--- src/pkg/fss_pkg.sv ---
package fss_pkg;
  // Application-layer states
  typedef enum logic [2:0] {
    FSS_INIT, FSS_PREOP, FSS_SAFE_OPERATIONAL_MODE, FSS_OP, FSS_BOOT
  } fss_state_t;

  // State codes as seen by software and the master
  localparam logic [2:0] ST_INIT = 3'h1;
  localparam logic [2:0] ST_PREOP = 3'h2;
  localparam logic [2:0] ST_BOOT = 3'h3;
  localparam logic [2:0] ST_SAFE_OPERATIONAL_MODE = 3'h4;
  localparam logic [2:0] ST_OP = 3'h0;

  // Register byte offsets
  localparam logic [7:0] REG_CTRL = 8'h00;
  localparam logic [7:0] REG_STATUS = 8'h04;
  localparam logic [7:0] REG_CFG = 8'h08;
  localparam logic [7:0] REG_IRQ_STAT = 8'h0C;
  localparam logic [7:0] REG_IRQ_EN = 8'h10;
  localparam logic [7:0] REG_IRQ_CLR = 8'h14;
  localparam logic [7:0] REG_TIME_LO = 8'h18;
  localparam logic [7:0] REG_TIME_HI = 8'h1C;
  localparam logic [7:0] REG_TIME_ADJ = 8'h20;
  localparam logic [7:0] REG_OUT_DATA = 8'h24;
  localparam logic [7:0] REG_IN_IMAGE = 8'h28;

  // Control fields
  localparam int CTRL_REQ_LSB = 0;
  localparam int CTRL_REQ_STB = 3;
  localparam int CTRL_WD_DIS = 4;
  localparam int CTRL_SHORT_TIME = 5;

  // Configuration valid bits and the clock-use flag
  localparam int CFG_MBX_OK = 0;
  localparam int CFG_PD_OK = 1;
  localparam int CFG_DC_OK = 2;
  localparam int CFG_DC_USED = 3;

  // Interrupt bits
  localparam int IRQ_DONE = 0;
  localparam int IRQ_ERR = 1;
  localparam int IRQ_W = 2;

  // Timing: one clock period is 25 ns
  localparam int CLK_PERIOD_NS = 25;
  localparam logic [63:0] TIME_STEP = 64'(CLK_PERIOD_NS);
  localparam int SYNC_ERR_MAX_NS = 100;
endpackage

--- src/design/fss_slave.sv ---
`timescale 1ns/10ps
// Function
// - Reset into init; refuse mailbox and process data there.
// - Init to preoperational only if mailbox setup checks valid.
// - Preoperational allows mailbox, blocks process data.
// - Preop to safe_operational_state checks process-data setup and clock setup if used.
// - Capture inputs into memory image before acknowledging safe_operational_state entry.
// - Safe_operational_state allows mailbox and process data, refreshes inputs, holds outputs safe.
// - Watchdog forces safe outputs unless disabled, then safe_operational_state may drive.
// - Operational applies master outputs to physical outputs.
// - Boot reachable only from init; other boot requests rejected.
// - Boot allows only file-transfer mailbox; no process data.
// - Local time counts nanoseconds, 64 bits, zero at year 2000 start.
// - Reduced mode keeps only a 32-bit wrapping time.
// - Apply master time corrections to keep error below 100 ns.
// - No object dictionary service; such requests are never answered.
module fss_slave #(
  parameter int IO_W = 8
) (
  // Clock and reset
  input wire logic aclk,
  input wire logic aresetn,
  // AXI4-Lite write
  input wire logic [7:0] s_axi_awaddr,
  input wire logic s_axi_awvalid,
  output logic s_axi_awready,
  input wire logic [31:0] s_axi_wdata,
  input wire logic [3:0] s_axi_wstrb,
  input wire logic s_axi_wvalid,
  output logic s_axi_wready,
  output logic [1:0] s_axi_bresp,
  output logic s_axi_bvalid,
  input wire logic s_axi_bready,
  // AXI4-Lite read
  input wire logic [7:0] s_axi_araddr,
  input wire logic s_axi_arvalid,
  output logic s_axi_arready,
  output logic [31:0] s_axi_rdata,
  output logic [1:0] s_axi_rresp,
  output logic s_axi_rvalid,
  input wire logic s_axi_rready,
  // Physical I/O pins
  input wire logic [IO_W-1:0] phys_in,
  output logic [IO_W-1:0] phys_out,
  // Traffic gates toward the frame logic, and the interrupt line
  output logic mbx_enable,
  output logic file_mbx_only,
  output logic pd_enable,
  output logic odict_enable,
  output logic irq
);
  if (IO_W < 1 || IO_W > 32) begin : g_io_w_chk // Readback is one word
    $error("IO_W must be 1..32");
  end
  fss_pkg::fss_state_t st_reg, st_next;
  logic [31:0] ctrl_reg, ctrl_next;
  logic [3:0] cfg_reg, cfg_next;
  logic [fss_pkg::IRQ_W-1:0] ist_reg, ist_next, ien_reg, ien_next;
  logic [63:0] time_reg, time_next;
  logic [IO_W-1:0] out_reg, out_next, img_reg, img_next;
  logic [IO_W-1:0] drv_reg, drv_next;
  logic [IO_W-1:0] in_s1_reg, in_s2_reg;
  logic err_reg, err_next;
  logic aw_reg, aw_next, w_reg, w_next, b_reg, b_next, r_reg, r_next;
  logic [7:0] awa_reg, awa_next;
  logic [31:0] wd_reg, wd_next, rd_reg, rd_next;
  logic [1:0] rr_reg, rr_next;
  // Merge byte lanes of a write into an old word
  function automatic logic [31:0] merge(input logic [31:0] old,
                                        input logic [31:0] d,
                                        input logic [3:0] s);
    logic [31:0] r;
    r = old;
    for (int i = 0; i < 4; i++) begin
      if (s[i]) begin
        r[i*8 +: 8] = d[i*8 +: 8];
      end
    end
    return r;
  endfunction

  // Visible code of a state
  function automatic logic [2:0] code(input fss_pkg::fss_state_t s);
    case (s)
      fss_pkg::FSS_INIT: code = fss_pkg::ST_INIT;
      fss_pkg::FSS_PREOP: code = fss_pkg::ST_PREOP;
      fss_pkg::FSS_SAFE_OPERATIONAL_MODE: code = fss_pkg::ST_SAFE_OPERATIONAL_MODE;
      fss_pkg::FSS_OP: code = fss_pkg::ST_OP;
      fss_pkg::FSS_BOOT: code = fss_pkg::ST_BOOT;
      default: code = fss_pkg::ST_INIT;
    endcase
  endfunction

  // Pin inputs cross into the clock domain first
  always_ff @(posedge aclk) begin
    if (!aresetn) begin
      in_s1_reg <= '0;
      in_s2_reg <= '0;
    end else begin
      in_s1_reg <= phys_in;
      in_s2_reg <= in_s1_reg;
    end
  end
  logic wr_fire, rd_fire, req_stb, dc_need;
  logic [2:0] req;
  logic [31:0] wmerged;
  assign wr_fire = aw_reg && w_reg && !b_reg;
  assign rd_fire = s_axi_arvalid && s_axi_arready;
  assign wmerged = merge(32'h00000000, wd_reg, 4'hF);
  assign req_stb = wr_fire && awa_reg == fss_pkg::REG_CTRL
                   && wd_reg[fss_pkg::CTRL_REQ_STB];
  assign req = wd_reg[fss_pkg::CTRL_REQ_LSB +: 3];
  assign dc_need = cfg_reg[fss_pkg::CFG_DC_USED];
  // Bus, state machine, time and I/O next values
  always_comb begin
    aw_next = aw_reg;
    w_next = w_reg;
    b_next = b_reg;
    r_next = r_reg;
    awa_next = awa_reg;
    wd_next = wd_reg;
    rd_next = rd_reg;
    rr_next = rr_reg;
    st_next = st_reg;
    ctrl_next = ctrl_reg;
    cfg_next = cfg_reg;
    ien_next = ien_reg;
    ist_next = ist_reg;
    err_next = err_reg;
    out_next = out_reg;
    img_next = img_reg;
    drv_next = drv_reg;
    time_next = time_reg + fss_pkg::TIME_STEP;
    // Write channels taken in either order
    if (s_axi_awvalid && s_axi_awready) begin
      aw_next = 1'b1;
      awa_next = s_axi_awaddr;
    end
    if (s_axi_wvalid && s_axi_wready) begin
      w_next = 1'b1;
      wd_next = merge(32'h00000000, s_axi_wdata, s_axi_wstrb);
    end
    if (s_axi_bvalid && s_axi_bready) begin
      b_next = 1'b0;
    end
    if (wr_fire) begin
      aw_next = 1'b0;
      w_next = 1'b0;
      b_next = 1'b1;
      case (awa_reg)
        fss_pkg::REG_CTRL: begin
          ctrl_next = wmerged;
          ctrl_next[fss_pkg::CTRL_REQ_STB] = 1'b0;
        end
        fss_pkg::REG_CFG: cfg_next = wmerged[3:0];
        fss_pkg::REG_IRQ_EN: ien_next = wmerged[fss_pkg::IRQ_W-1:0];
        fss_pkg::REG_IRQ_CLR: ist_next = ist_reg
                                & ~wmerged[fss_pkg::IRQ_W-1:0];
        // Corrections land on the next tick; step drift stays one period
        fss_pkg::REG_TIME_LO: time_next[31:0] = wmerged;
        fss_pkg::REG_TIME_HI: time_next[63:32] = wmerged;
        fss_pkg::REG_TIME_ADJ: time_next = time_reg
                               + {{32{wmerged[31]}}, wmerged};
        fss_pkg::REG_OUT_DATA: out_next = wmerged[IO_W-1:0];
        default: ;
      endcase
    end
    if (ctrl_reg[fss_pkg::CTRL_SHORT_TIME]) begin // Last, so writes obey it
      time_next[63:32] = 32'h00000000;
    end
    // State requests; a refused one keeps the state
    if (req_stb) begin
      err_next = 1'b1;
      case (st_reg)
        fss_pkg::FSS_INIT: begin
          if (req == fss_pkg::ST_INIT) begin
            err_next = 1'b0;
          end else if (req == fss_pkg::ST_PREOP
                       && cfg_reg[fss_pkg::CFG_MBX_OK]) begin
            st_next = fss_pkg::FSS_PREOP;
            err_next = 1'b0;
          end else if (req == fss_pkg::ST_BOOT
                       && cfg_reg[fss_pkg::CFG_MBX_OK]) begin
            st_next = fss_pkg::FSS_BOOT;
            err_next = 1'b0;
          end
        end
        fss_pkg::FSS_PREOP: begin
          if (req == fss_pkg::ST_INIT) begin
            st_next = fss_pkg::FSS_INIT;
            err_next = 1'b0;
          end else if (req == fss_pkg::ST_PREOP) begin
            err_next = 1'b0;
          end else if (req == fss_pkg::ST_SAFE_OPERATIONAL_MODE
                       && cfg_reg[fss_pkg::CFG_PD_OK]
                       && (!dc_need || cfg_reg[fss_pkg::CFG_DC_OK])) begin
            st_next = fss_pkg::FSS_SAFE_OPERATIONAL_MODE;
            img_next = in_s2_reg;
            err_next = 1'b0;
          end
        end
        fss_pkg::FSS_SAFE_OPERATIONAL_MODE, fss_pkg::FSS_OP: begin
          if (req == fss_pkg::ST_INIT) begin
            st_next = fss_pkg::FSS_INIT;
            err_next = 1'b0;
          end else if (req == fss_pkg::ST_PREOP) begin
            st_next = fss_pkg::FSS_PREOP;
            err_next = 1'b0;
          end else if (req == fss_pkg::ST_SAFE_OPERATIONAL_MODE) begin
            st_next = fss_pkg::FSS_SAFE_OPERATIONAL_MODE;
            err_next = 1'b0;
          end else if (req == fss_pkg::ST_OP) begin
            st_next = fss_pkg::FSS_OP;
            err_next = 1'b0;
          end
        end
        fss_pkg::FSS_BOOT: begin
          if (req == fss_pkg::ST_INIT) begin
            st_next = fss_pkg::FSS_INIT;
            err_next = 1'b0;
          end else if (req == fss_pkg::ST_BOOT) begin
            err_next = 1'b0;
          end
        end
        default: st_next = fss_pkg::FSS_INIT;
      endcase
    end
    // Input image refreshes every cycle in the data-exchanging states
    if (st_reg == fss_pkg::FSS_SAFE_OPERATIONAL_MODE || st_reg == fss_pkg::FSS_OP) begin
      img_next = in_s2_reg;
    end
    // Pins follow master data in op, or in safe_operational_state without watchdog
    if (st_reg == fss_pkg::FSS_OP) begin
      drv_next = out_reg;
    end else if (st_reg == fss_pkg::FSS_SAFE_OPERATIONAL_MODE
                 && ctrl_reg[fss_pkg::CTRL_WD_DIS]) begin
      drv_next = out_reg;
    end else begin
      drv_next = '0;
    end
    // Sticky events; a set outranks a clear in the same cycle
    if (req_stb) begin
      ist_next[fss_pkg::IRQ_DONE] = 1'b1;
    end
    if (err_next && !err_reg) begin
      ist_next[fss_pkg::IRQ_ERR] = 1'b1;
    end
    // Read channel
    if (s_axi_rvalid && s_axi_rready) begin
      r_next = 1'b0;
    end
    if (rd_fire) begin
      r_next = 1'b1;
      rr_next = 2'h0;
      case (s_axi_araddr)
        fss_pkg::REG_CTRL: rd_next = ctrl_reg;
        fss_pkg::REG_STATUS: rd_next = {27'h0000000, err_reg,
                                        1'b0, code(st_reg)};
        fss_pkg::REG_CFG: rd_next = {28'h0000000, cfg_reg};
        fss_pkg::REG_IRQ_STAT: rd_next = 32'(ist_reg);
        fss_pkg::REG_IRQ_EN: rd_next = 32'(ien_reg);
        fss_pkg::REG_TIME_LO: rd_next = time_reg[31:0];
        fss_pkg::REG_TIME_HI: rd_next = time_reg[63:32];
        fss_pkg::REG_OUT_DATA: rd_next = 32'(out_reg);
        fss_pkg::REG_IN_IMAGE: rd_next = 32'(img_reg);
        default: begin
          rd_next = 32'h00000000;
          rr_next = 2'h2;
        end
      endcase
    end
  end

  // All registers except the pin synchronizer
  always_ff @(posedge aclk) begin
    if (!aresetn) begin
      st_reg <= fss_pkg::FSS_INIT;
      ctrl_reg <= 32'h00000000;
      cfg_reg <= 4'h0;
      ist_reg <= '0;
      ien_reg <= '0;
      err_reg <= 1'b0;
      time_reg <= 64'h0000000000000000;
      out_reg <= '0;
      img_reg <= '0;
      drv_reg <= '0;
      aw_reg <= 1'b0;
      w_reg <= 1'b0;
      b_reg <= 1'b0;
      r_reg <= 1'b0;
      awa_reg <= 8'h00;
      wd_reg <= 32'h00000000;
      rd_reg <= 32'h00000000;
      rr_reg <= 2'h0;
    end else begin
      st_reg <= st_next;
      ctrl_reg <= ctrl_next;
      cfg_reg <= cfg_next;
      ist_reg <= ist_next;
      ien_reg <= ien_next;
      err_reg <= err_next;
      time_reg <= time_next;
      out_reg <= out_next;
      img_reg <= img_next;
      drv_reg <= drv_next;
      aw_reg <= aw_next;
      w_reg <= w_next;
      b_reg <= b_next;
      r_reg <= r_next;
      awa_reg <= awa_next;
      wd_reg <= wd_next;
      rd_reg <= rd_next;
      rr_reg <= rr_next;
    end
  end

  // Handshakes; one write and one read at a time
  assign s_axi_awready = !aw_reg && !b_reg;
  assign s_axi_wready = !w_reg && !b_reg;
  assign s_axi_bvalid = b_reg;
  assign s_axi_bresp = 2'h0;
  assign s_axi_arready = !r_reg;
  assign s_axi_rvalid = r_reg;
  assign s_axi_rdata = rd_reg;
  assign s_axi_rresp = rr_reg;
  assign phys_out = drv_reg;
  assign irq = |(ist_reg & ien_reg);
  // Traffic gates per state
  assign mbx_enable = st_reg != fss_pkg::FSS_INIT;
  assign file_mbx_only = st_reg == fss_pkg::FSS_BOOT;
  assign pd_enable = st_reg == fss_pkg::FSS_SAFE_OPERATIONAL_MODE
                     || st_reg == fss_pkg::FSS_OP;
  assign odict_enable = 1'b0;
endmodule

--- config.mk ---
export PLATFORM = sky130hd
export DESIGN_NAME = fss_slave
export DESIGN_NICKNAME = d
export VERILOG_FILES = /design/src/pkg/fss_pkg.sv /design/src/design/fss_slave.sv
export SDC_FILE = /design/constraint.sdc
export NUM_CORES = 1
export LEC_CHECK = 0
export ABC_AREA = 1
export ABC_CLOCK_PERIOD_IN_PS = 3200
export BUFFER_PORTS_ARGS = -buffer_cell sky130_fd_sc_hd__buf_2
export CORE_MARGIN = 2
export CORE_UTILIZATION = 49
export CTS_CLUSTER_DIAMETER = 40
export DETAILED_ROUTE_END_ITERATION = 8
export PLACE_DENSITY = 0.67
export SLEW_MARGIN = 20
export SYNTH_ARGS = -nofsm -noshare
export SYNTH_HDL_FRONTEND = slang
export SYNTH_SLANG_ARGS = --single-unit
--- constraint.sdc ---
create_clock -name aclk -period 3.2 [get_ports aclk]
set_clock_uncertainty 0.05 [all_clocks]
set_input_delay 0.48 -clock aclk [delete_from_list [all_inputs] [get_ports aclk]]
set_output_delay 0.48 -clock aclk [all_outputs]
set_load 0.01 [all_outputs]
==> results of run 1 <==
## routing by layer
layer,vias to the layer above,track usage
li1,9605,-
met1,9289,0.5015
met2,1043,0.6663
met3,262,0.1039
met4,2,0.2905
met5,-,0
## cells in the mapped netlist (11+ instances only)
master,instances,area [um^2]
sky130_fd_sc_hd__nor3_1,51,255.2
sky130_fd_sc_hd__inv_1,517,1941
sky130_fd_sc_hd__o21ai_0,128,640.6
sky130_fd_sc_hd__a211oi_1,25,187.7
sky130_fd_sc_hd__buf_2,16,80.08
sky130_fd_sc_hd__o22ai_1,12,75.07
sky130_fd_sc_hd__a21oi_1,229,1146
sky130_fd_sc_hd__dfxtp_1,224,4484
sky130_fd_sc_hd__o221ai_1,17,148.9
sky130_fd_sc_hd__or2_2,13,81.33
sky130_fd_sc_hd__nor3_2,12,120.1
sky130_fd_sc_hd__nand3_1,153,765.7
sky130_fd_sc_hd__nand4_1,29,181.4
sky130_fd_sc_hd__nor2_1,250,938.4
sky130_fd_sc_hd__xor2_1,39,341.6
sky130_fd_sc_hd__clkbuf_1,49,183.9
sky130_fd_sc_hd__nand2_1,1007,3780
sky130_fd_sc_hd__ha_1,64,800.8
sky130_fd_sc_hd__xnor2_1,11,96.34
## stage by stage
stage / setup WS, ns / util / instance area [um^2] / hold WS (ns)
3_3_place_gp: 0.3133 / 0.5324 / 18440 / 0.3511
5_1_grt: 0.08553 / 0.5710 / 19770 / 0.03093
4_1_cts: 0.2493 / 0.5707 / 19760 / 0.01908
2_1_floorplan: 0.6902 / - / 17250 / 0.3405
6_report: 0.2891 / 0.5710 / 19770 / 0.03577
3_5_place_dp: 0.2875 / 0.5324 / 18440 / 0.3507
## layout make-up
type,instances,area [um^2]
Tap cell,455,569.3
Antenna cell,3,7.507
Clock buffer,48,1050
Multi-Input combinational cell,2133,10440
Inverter,527,1981
Clock inverter,24,277.8
Sequential cell,224,4487
Fill cell,3653,14850
Timing Repair Buffer,164,965.9
## cells by family (layout without fill, tap and decap cells)
group / Yosys count / after routing
compound gates: 447 / 447
xor+xnor: 50 / 50
fa+ha+maj: 65 / 65
buf+inv: 609 / 763
flops: 224 / 224
other cells: 1 / 7
simple gates: 1567 / 1567
## power groups by stage
stage	clock network, mW	logic, mW	registers, mW
after floorplan	0	0.481	2.98
after global placement	0	0.758	3.01
after detailed placement	0	0.767	3.01
after CTS	4.25	0.772	2.95
after global routing	4.39	0.856	2.96
final	4.24	0.792	2.96
## worst paths after layout
| path | startpoint | endpoint | slack (ns) |
|---|---|---|---|
| max | wd_reg[31] | time_reg[55] | 0.29 |
| min reg2reg | in_s1_reg[0] | in_s2_reg[0] | 0.36 |
| min | phys_in[5] | in_s1_reg[5] | 0.04 |
| max reg2reg | wd_reg[31] | time_reg[55] | 0.29 |
## critical path: stages (launching register included)
cell                      delay, ns
sky130_fd_sc_hd__dfxtp_1       0.30
sky130_fd_sc_hd__buf_4         0.22
sky130_fd_sc_hd__buf_4         0.19
sky130_fd_sc_hd__ha_1          0.39
sky130_fd_sc_hd__nand2_1       0.14
sky130_fd_sc_hd__nor2_1        0.20
sky130_fd_sc_hd__inv_1         0.06
sky130_fd_sc_hd__nor2_1        0.15
sky130_fd_sc_hd__nand2_1       0.18
sky130_fd_sc_hd__nor2_1        0.14
sky130_fd_sc_hd__nand2_1       0.16
sky130_fd_sc_hd__nand4_1       0.12
sky130_fd_sc_hd__nand3_1       0.16
sky130_fd_sc_hd__nand2_1       0.10
sky130_fd_sc_hd__nand2_1       0.06
sky130_fd_sc_hd__a21oi_1       0.19
## what timing repair did
action | in CTS | in global routing
gates resized for setup | 0 | 2
endpoints found under the setup margin | 0 | 4
hold endpoints to repair | 0 | 0
setup buffers | 0 | 0
==> impl_metrics.ini, run 1 <==
[grt]
maximum_number_of_pins_on_one_net_before_global_route_repair = 109
grt_remaining_overflow = 0
grt_first_pass_wirelength_mm = 113.9
grt_util_all_layers = 0.4211
vias_in_the_first_global_route = 19140
antenna_found_initial = 4

[floorplan]
die-height_um = 191.6
dieArea_um2 = 36700
placement_rows = 68
core-area_um2 = 34630
boundaryPins = 121
dieWidth_um = 191.6
floorplan.initialDensity = 0.4978

[critical_path]
crit_path_max_fanout = 22
crit_end_element = register
critical_path_class = register to register
cp.required_ns = 3.64
crit_path_start_kind = register
length_in_cells_of_the_worst_reg_to_reg_path = 15
worstPathArrival_ns = 3.35

[timing]
finalCritPeriodShare = 0.9097
finalSetupTns_ns = 0
timing.final.hold_violations = 0
maxSlewViolCount = 0
period_minus_slack_ns = 2.911
final_number_of_setup_violating_endpoints = 0
unrepaired_setup_endpoints_after_global_routing = false
worst_slew_pin_slew_ns = 0.8219
fmax_mhz = 343.5
worst_slew_margin_rel = 0.4509

[pwr]
net-switching-power_mw = 2.319
report.power.total_mw = 7.992
clockPowerShare = 0.530
netSwitchingFraction = 0.2901
seq_power_share = 0.370
static-leakage-power_nw = 9.918
power_density_nw_per_um2 = 404.2
pwr-share-comb = 0.099
cell_internal_pwr_mw = 5.673
ir_drop_mv = 0.6829

[yosys]
synth_compound_gate_area_share = 0.1437
yosys.area_share.simple = 0.3873
syn-mean-instance-area_um2 = 5.818
post_synth_instance_area_um2 = 17240
post_synth_inst_count = 2963
ys_ff_latch = 224
synth_xor_xnor_area_share = 0.02540
postSynth.asyncResetShare = 0
synth-seq-area-share = 0.2601
synth_flop_cell = sky130_fd_sc_hd__dfxtp_1
number_of_enable_type_register_cells_in_the_synthesized_netlist = 0
synth_top_family_by_area = simple AND/OR/NAND/NOR gates
synthAdderAreaFrac = 0.04762
synth_cell_type_count = 57
synth.mux.area_fraction = 0
synth_warnings = 0

[clock_tree]
cts-buffers-inserted = 39
clock_latency_ns = 0.58
holdBufCountCts = 0
cts_num_sinks = 224
clock_tree_from_tritoncts = yes
clock-root-buffer = sky130_fd_sc_hd__clkbuf_16
h-tree-depth = 2
clk_pin_slew_worst_paths_ns = 0.06
ctsLongestPathBuffers = 3

[route]
drt-initial-drc-count = 1955
num_vias = 20200
drtPass1Iterations = 6
remaining_drcs = 0
met3RoutedLength_mm = 7.287
m1WireLength_mm = 29.81
post_drt_wl_per_cell_um = 21.49
viasPerCell = 5.646
finalWirelength_mm = 76.88
highest-signal-layer = met5
ant_nets = 0
met2WireLength_mm = 33.57

[placed_design]
instance_count_after_placement_with_tap_cells_included = 3503
dp.final_hpwl_mm = 61.66
gp_congestion = 1.035
io_buffer_count = 116

[layout]
final_common_cell = sky130_fd_sc_hd__nand2_1
post_route_cells_drive_above_1_share = 0.09872
area_growth_syn_to_layout_pct = 14.71
count_of_placed_standard_cells_in_the_final_layout_fillers_left_out = 3578
finish.net_count = 3221
final_cell_mix = sky130_fd_sc_hd__nand2_1 (1006), sky130_fd_sc_hd__inv_1 (516), sky130_fd_sc_hd__nor2_1 (250)
largest_register_ff_count = 64

[hold_path]
min_path_cells = 3
hold_path_class = input pin to register

[status]
status = finished, final reports clean

[job]
count_of_max_cap_constraint_violations = 0
Note: power is estimated with default switching activity, not from simulation.
==> run 2: changes to the inputs <==
- CORE_UTILIZATION: 49 -> 35
- PLACE_DENSITY: 0.67 -> not set
==> run 2 against run 1 <==
  * Maximum frequency decreased by 0.60%
  * Via count decreased by 3.1%
  * Global-route usage down 14 points
  * Wire length shrank 6.0%
  * Final area increased by 0.41%
  * Final cell count grew 5.3%
  * Combinational power is 2.5% higher
  * Register-to-register slack lost 0.02 ns
  * First-iteration DRC count up 5.5%
  * Count of clock-buffer cells in the layout fell by 11
  * Largest power group unchanged
==> impl_metrics.ini, run 2 (same netlist as run 1, synthesis figures left out) <==
[status]
status = finished, final reports clean

[layout]
fillers = 5527
count_of_placed_standard_cells_in_the_final_layout_fillers_left_out = 3768
post_route_cells_drive_above_1_share = 0.09439
area_growth_syn_to_layout_pct = 15.18
final_common_cell = sky130_fd_sc_hd__nand2_1
finish.net_count = 3212
largest_register_ff_count = 64
final_cell_mix = sky130_fd_sc_hd__nand2_1 (1006), sky130_fd_sc_hd__inv_1 (516), sky130_fd_sc_hd__nor2_1 (250)
antenna_cells = 0

[critical_path]
worstPathBufferInverterCount = 2
critical_path_class = register to register
crit_path_max_fanout = 8
critical-path-max-stage-delay_ns = 0.57
length_in_cells_of_the_worst_reg_to_reg_path = 17
crit_chain = ha_1, inv_1, fa_1, inv_1, nand3_1, nand2_1, nand3_1, nand3_1, nand2_1, nand2_1, nand2_1, nand2_1, nand2_1, nand3_1, nand2_1, nand2_1, a21oi_1
rr_endpoint = time_reg[60]
worstPathArrival_ns = 3.28
reg2reg_from = wd_reg[0]
critical-path-top-delay-family = simple AND/OR/NAND/NOR gates
timing.critical_path.slowest_stage_cell = sky130_fd_sc_hd__dfxtp_1
crit_path_start_kind = register
cp_num_cells = 17
reg2reg_setup_slack_ns = 0.27
crit_end_element = register
crit_start = wd_reg[0]
crit_end = time_reg[60]
cp.required_ns = 3.56
cp_common_cell = sky130_fd_sc_hd__nand2_1

[clock_tree]
h-tree-depth = 2
clock-root-buffer = sky130_fd_sc_hd__clkbuf_16
cts-buffers-inserted = 34
clock_latency_ns = 0.55
clock_tree_from_tritoncts = yes
cts_num_sinks = 224
ctsLongestPathBuffers = 3
clk_pin_slew_worst_paths_ns = 0.06
postCtsSetupRepairBufs = 0
post_cts_resized = 0
holdBufCountCts = 0

[pwr]
net-switching-power_mw = 2.220
report.power.total_mw = 7.561
pwr-share-comb = 0.107
clockPowerShare = 0.503
ir_drop_mv = 0.3628
static-leakage-power_nw = 9.831
cell_internal_pwr_mw = 5.341
power_density_nw_per_um2 = 380.8
netSwitchingFraction = 0.2936
seq_power_share = 0.390

[timing]
finalCritPeriodShare = 0.9152
period_minus_slack_ns = 2.929
fmax_mhz = 341.5
timing.final.hold_violations = 0
worst_slew_pin_slew_ns = 0.9045
unrepaired_setup_endpoints_after_global_routing = false
worst_slew_margin_rel = 0.3914
final.hold.worst_slack_ns = 0.05843
fin_ws_ns = 0.2714
maxSlewViolCount = 0
finalSetupTns_ns = 0
final_number_of_setup_violating_endpoints = 0

[placed_design]
dp.final_hpwl_mm = 58.70
post-place-ws_ns = 0.3516
gp_congestion = 1.009
instance_count_after_placement_with_tap_cells_included = 3708
io_buffer_count = 116

[route]
drt-initial-drc-count = 2063
ant_nets = 0
num_vias = 19580
post_drt_wl_per_cell_um = 19.18
finalWirelength_mm = 72.27
remaining_drcs = 0
viasPerCell = 5.196
drtPass1Iterations = 8

[grt]
maximum_number_of_pins_on_one_net_before_global_route_repair = 109
vias_in_the_first_global_route = 17980
antenna_found_initial = 1
grt_remaining_overflow = 0
grt_first_pass_wirelength_mm = 107.1
grt_util_all_layers = 0.2789

[floorplan]
floorplan.initialDensity = 0.3536
dieWidth_um = 225.9
die-height_um = 225.9
boundaryPins = 121
placement_rows = 81
dieArea_um2 = 51040
core-area_um2 = 48750

[hold_path]
min_path_cells = 3
hold_path_class = input pin to register

[job]
count_of_max_cap_constraint_violations = 0
run 2: how the worst min path moves through the flow:
stage,start,to,slack (ns)
2_1_floorplan,in_s1_reg[0],in_s2_reg[0],0.34
3_3_place_gp,in_s1_reg[2],in_s2_reg[2],0.34
3_5_place_dp,in_s1_reg[0],in_s2_reg[0],0.35
4_1_cts,phys_in[2],in_s1_reg[2],0.04
5_1_grt,phys_in[5],in_s1_reg[5],0.07
6_report,phys_in[3],in_s1_reg[3],0.06
run 2: power groups by stage:
stage | Clock [mW] | Combinational, mW | Sequential, mW
2_1_floorplan | 0 | 0.481 | 2.98
3_3_place_gp | 0 | 0.797 | 3.00
3_5_place_dp | 0 | 0.797 | 3.00
4_1_cts | 3.84 | 0.800 | 2.94
5_1_grt | 3.95 | 0.880 | 2.95
6_report | 3.80 | 0.812 | 2.95
run 2: layer usage:
layer  routed length [um]  share of wire  track usage
met5                    9        0.00012            0
met4                 3556          0.049       0.1263
met3                 5923          0.082      0.03643
met2                32100           0.44       0.4474
met1                30680           0.42       0.3721
run 2: final cells by class:
cell class	instances	area (um^2)	share of cell area
multi-input combinational	2133	10440	0.5256
sequential	224	4484	0.2258
inverter	527	1981	0.09975
timing repair buffer	160	973.4	0.04903
clock buffer	37	872.1	0.04392
tap	664	830.8	0.04184
clock inverter	23	277.8	0.01399
run 2: per-stage QoR:
stage | instance area (um^2) | utilization
2_1_floorplan | 17250 | -
3_3_place_gp | 18710 | 0.3837
3_5_place_dp | 18710 | 0.3837
4_1_cts | 19860 | 0.4073
5_1_grt | 19860 | 0.4073
6_report | 19860 | 0.4073
run 2: tightest hold or removal path: cells and delay by family:
kind          cells  cell delay (ns)
buf+inv           2             0.11
simple gates      1             0.04
==> run 3: changes to the inputs <==
- ABC_CLOCK_PERIOD_IN_PS: 3200 -> 2500
- SLEW_MARGIN: 20 -> 15
- clock period: 3.2 -> 2.5 ns (I/O delays scaled with it)
==> run 3 against run 2 <==
  * Wire length grew 4.0%
  * Via count increased by 3.7%
  * Final area up 13%
  * Largest power group unchanged
  * Count of clock-buffer cells in the layout up 4
  * Largest cell class unchanged
  * Die area is the same
  * Maximum frequency grew 18%
  * Final cell count increased by 5.1%
  * Combinational power rose by 61%
  * Clock power is 35% higher
  * Non-clock buffer count rose by 188
  * Sequential share of layout area fell by 2.6 points
==> impl_metrics.ini, run 3 (same netlist as run 1, synthesis figures left out) <==
[grt]
antenna_found_initial = 1
vias_in_the_first_global_route = 18930
gr-usage-met2 = 0.4631
grt_util_all_layers = 0.2870
grt_remaining_overflow = 0
grt_util_met1 = 0.3716
globalRouteMet3Util = 0.04424
grt_first_pass_wirelength_mm = 110.4
global_route.peak_usage_layer = met2
maximum_number_of_pins_on_one_net_before_global_route_repair = 86

[layout]
finish.net_count = 3401
final_cell_mix = sky130_fd_sc_hd__nand2_1 (949), sky130_fd_sc_hd__inv_1 (511), sky130_fd_sc_hd__dfxtp_1 (219)
finalInstanceArea_um2 = 22450
largest_register_ff_count = 64
count_of_placed_standard_cells_in_the_final_layout_fillers_left_out = 3960
final_common_cell = sky130_fd_sc_hd__nand2_1
area_growth_syn_to_layout_pct = 30.25
post_route_cells_drive_above_1_share = 0.2049

[critical_path]
reg2reg_from = wd_reg[31]
worstPathArrival_ns = 2.88
critical_path_class = register to register
rr_endpoint = time_reg[51]
crit_path_start_kind = register
crit_end_element = register
cp.required_ns = 2.91
reg2reg_setup_slack_ns = 0.02
crit_path_max_fanout = 7
length_in_cells_of_the_worst_reg_to_reg_path = 17

[status]
status = finished, final reports clean

[clock_tree]
clk_pin_slew_worst_paths_ns = 0.06
clock_latency_ns = 0.54
ctsLongestPathBuffers = 3
h-tree-depth = 2
cts_num_sinks = 224
clock-root-buffer = sky130_fd_sc_hd__clkbuf_16
cts-buffers-inserted = 35
clock_tree_from_tritoncts = yes

[placed_design]
gp_congestion = 1.027
dp.final_hpwl_mm = 60.85
post-place-ws_ns = -0.05626
dpl_cell_area_um2 = 20090
instance_count_after_placement_with_tap_cells_included = 3882
io_buffer_count = 116

[timing]
fin_ws_ns = 0.02330
period_minus_slack_ns = 2.477
worst_slew_pin_slew_ns = 0.6729
finalCritPeriodShare = 0.9907
final_number_of_setup_violating_endpoints = 0
unrepaired_setup_endpoints_after_global_routing = true
timing.final.hold_violations = 0
maxSlewViolCount = 0
worst_slew_margin_rel = 0.5484
fmax_mhz = 403.8

[job]
count_of_max_cap_constraint_violations = 0

[floorplan]
dieArea_um2 = 51040
floorplan.initialDensity = 0.3536
core-area_um2 = 48750
die-height_um = 225.9
placement_rows = 81
dieWidth_um = 225.9
boundaryPins = 121

[pwr]
power_density_nw_per_um2 = 454.0
ir_drop_mv = 0.5520
static-leakage-power_nw = 11.02
report.power.total_mw = 10.19

[route]
drt-initial-drc-count = 1877
ant_nets = 0
viasPerCell = 5.125
remaining_drcs = 0
drtPass1Iterations = 6
finalWirelength_mm = 75.14
post_drt_wl_per_cell_um = 18.97
num_vias = 20300

[hold_path]
endpoint_of_the_worst_hold_timing_path = awa_reg[7]
hold_start = s_axi_awaddr[7]
hold_path_class = input pin to register
min_path_cells = 3
## run 3: through the flow
step | utilization | hold WS, ns | setup TNS [ns]
5_1_grt | 0.4605 | 0.05154 | -0.4782
3_5_place_dp | 0.4121 | 0.3482 | -0.07808
4_1_cts | 0.4390 | 0.03709 | 0
3_3_place_gp | 0.4121 | 0.3418 | -0.08086
6_report | 0.4606 | 0.04294 | 0
2_1_floorplan | - | 0.3405 | 0
## run 3: layout make-up
class | count | area [um^2]
Fill cell | 5205 | 26300
Tap cell | 664 | 830.8
Inverter | 527 | 1981
Sequential cell | 224 | 4493
Clock buffer | 41 | 918.4
Timing Repair Buffer | 348 | 2530
Clock inverter | 22 | 296.5
Antenna cell | 1 | 2.502
Multi-Input combinational cell | 2133 | 11400
## run 3: timing repair
item,CTS,global route
endpoints found under the hold margin,8,0
cloned,0,3
endpoints found under the setup margin,8,44
pin swaps,0,21
setup buffers,0,3
resized for setup,6,233
hold buffers,8,0
## run 3: report_power, final
| group | internal [mW] | switching, mW |
|---|---|---|
| registers | 3.67 | 0.0758 |
| clock network | 3.21 | 1.93 |
| logic | 0.489 | 0.819 |
| total | 7.37 | 2.82 |
## run 3: layer usage
layer / up-vias / wire, um
met3: 206 / 6210
met1: 9285 / 31220
li1: 9956 / -
met4: 0 / 4423
met5: - / 0
met2: 848 / 33280
## run 3: worst max-delay path by stage
stage	from	endpoint	slack, ns	depth (start not counted)
finish	wd_reg[31]	time_reg[51]	0.02	17
detailed placement	time_reg[41]	time_reg[50]	-0.06	14
global route	wd_reg[31]	time_reg[62]	-0.07	16
CTS	time_reg[0]	time_reg[56]	0.003	16
floorplan	wd_reg[0]	time_reg[36]	0.32	16
global placement	time_reg[41]	time_reg[50]	-0.07	14
## run 3: critical path, stage by stage (launching register included)
cell	delay [ns]
sky130_fd_sc_hd__dfxtp_4	0.46
sky130_fd_sc_hd__clkbuf_16	0.21
sky130_fd_sc_hd__ha_2	0.32
sky130_fd_sc_hd__nand2_1	0.07
sky130_fd_sc_hd__nand2_1	0.07
sky130_fd_sc_hd__nand2_1	0.06
sky130_fd_sc_hd__nand2_1	0.07
sky130_fd_sc_hd__nand2_1	0.06
sky130_fd_sc_hd__nand2_1	0.06
sky130_fd_sc_hd__inv_1	0.07
sky130_fd_sc_hd__nand2_1	0.11
sky130_fd_sc_hd__a21oi_2	0.14
sky130_fd_sc_hd__nand2_1	0.07
sky130_fd_sc_hd__nand2_1	0.07
sky130_fd_sc_hd__nand3_2	0.10
sky130_fd_sc_hd__nand2_2	0.13
sky130_fd_sc_hd__nand2_1	0.08
sky130_fd_sc_hd__a21oi_2	0.17
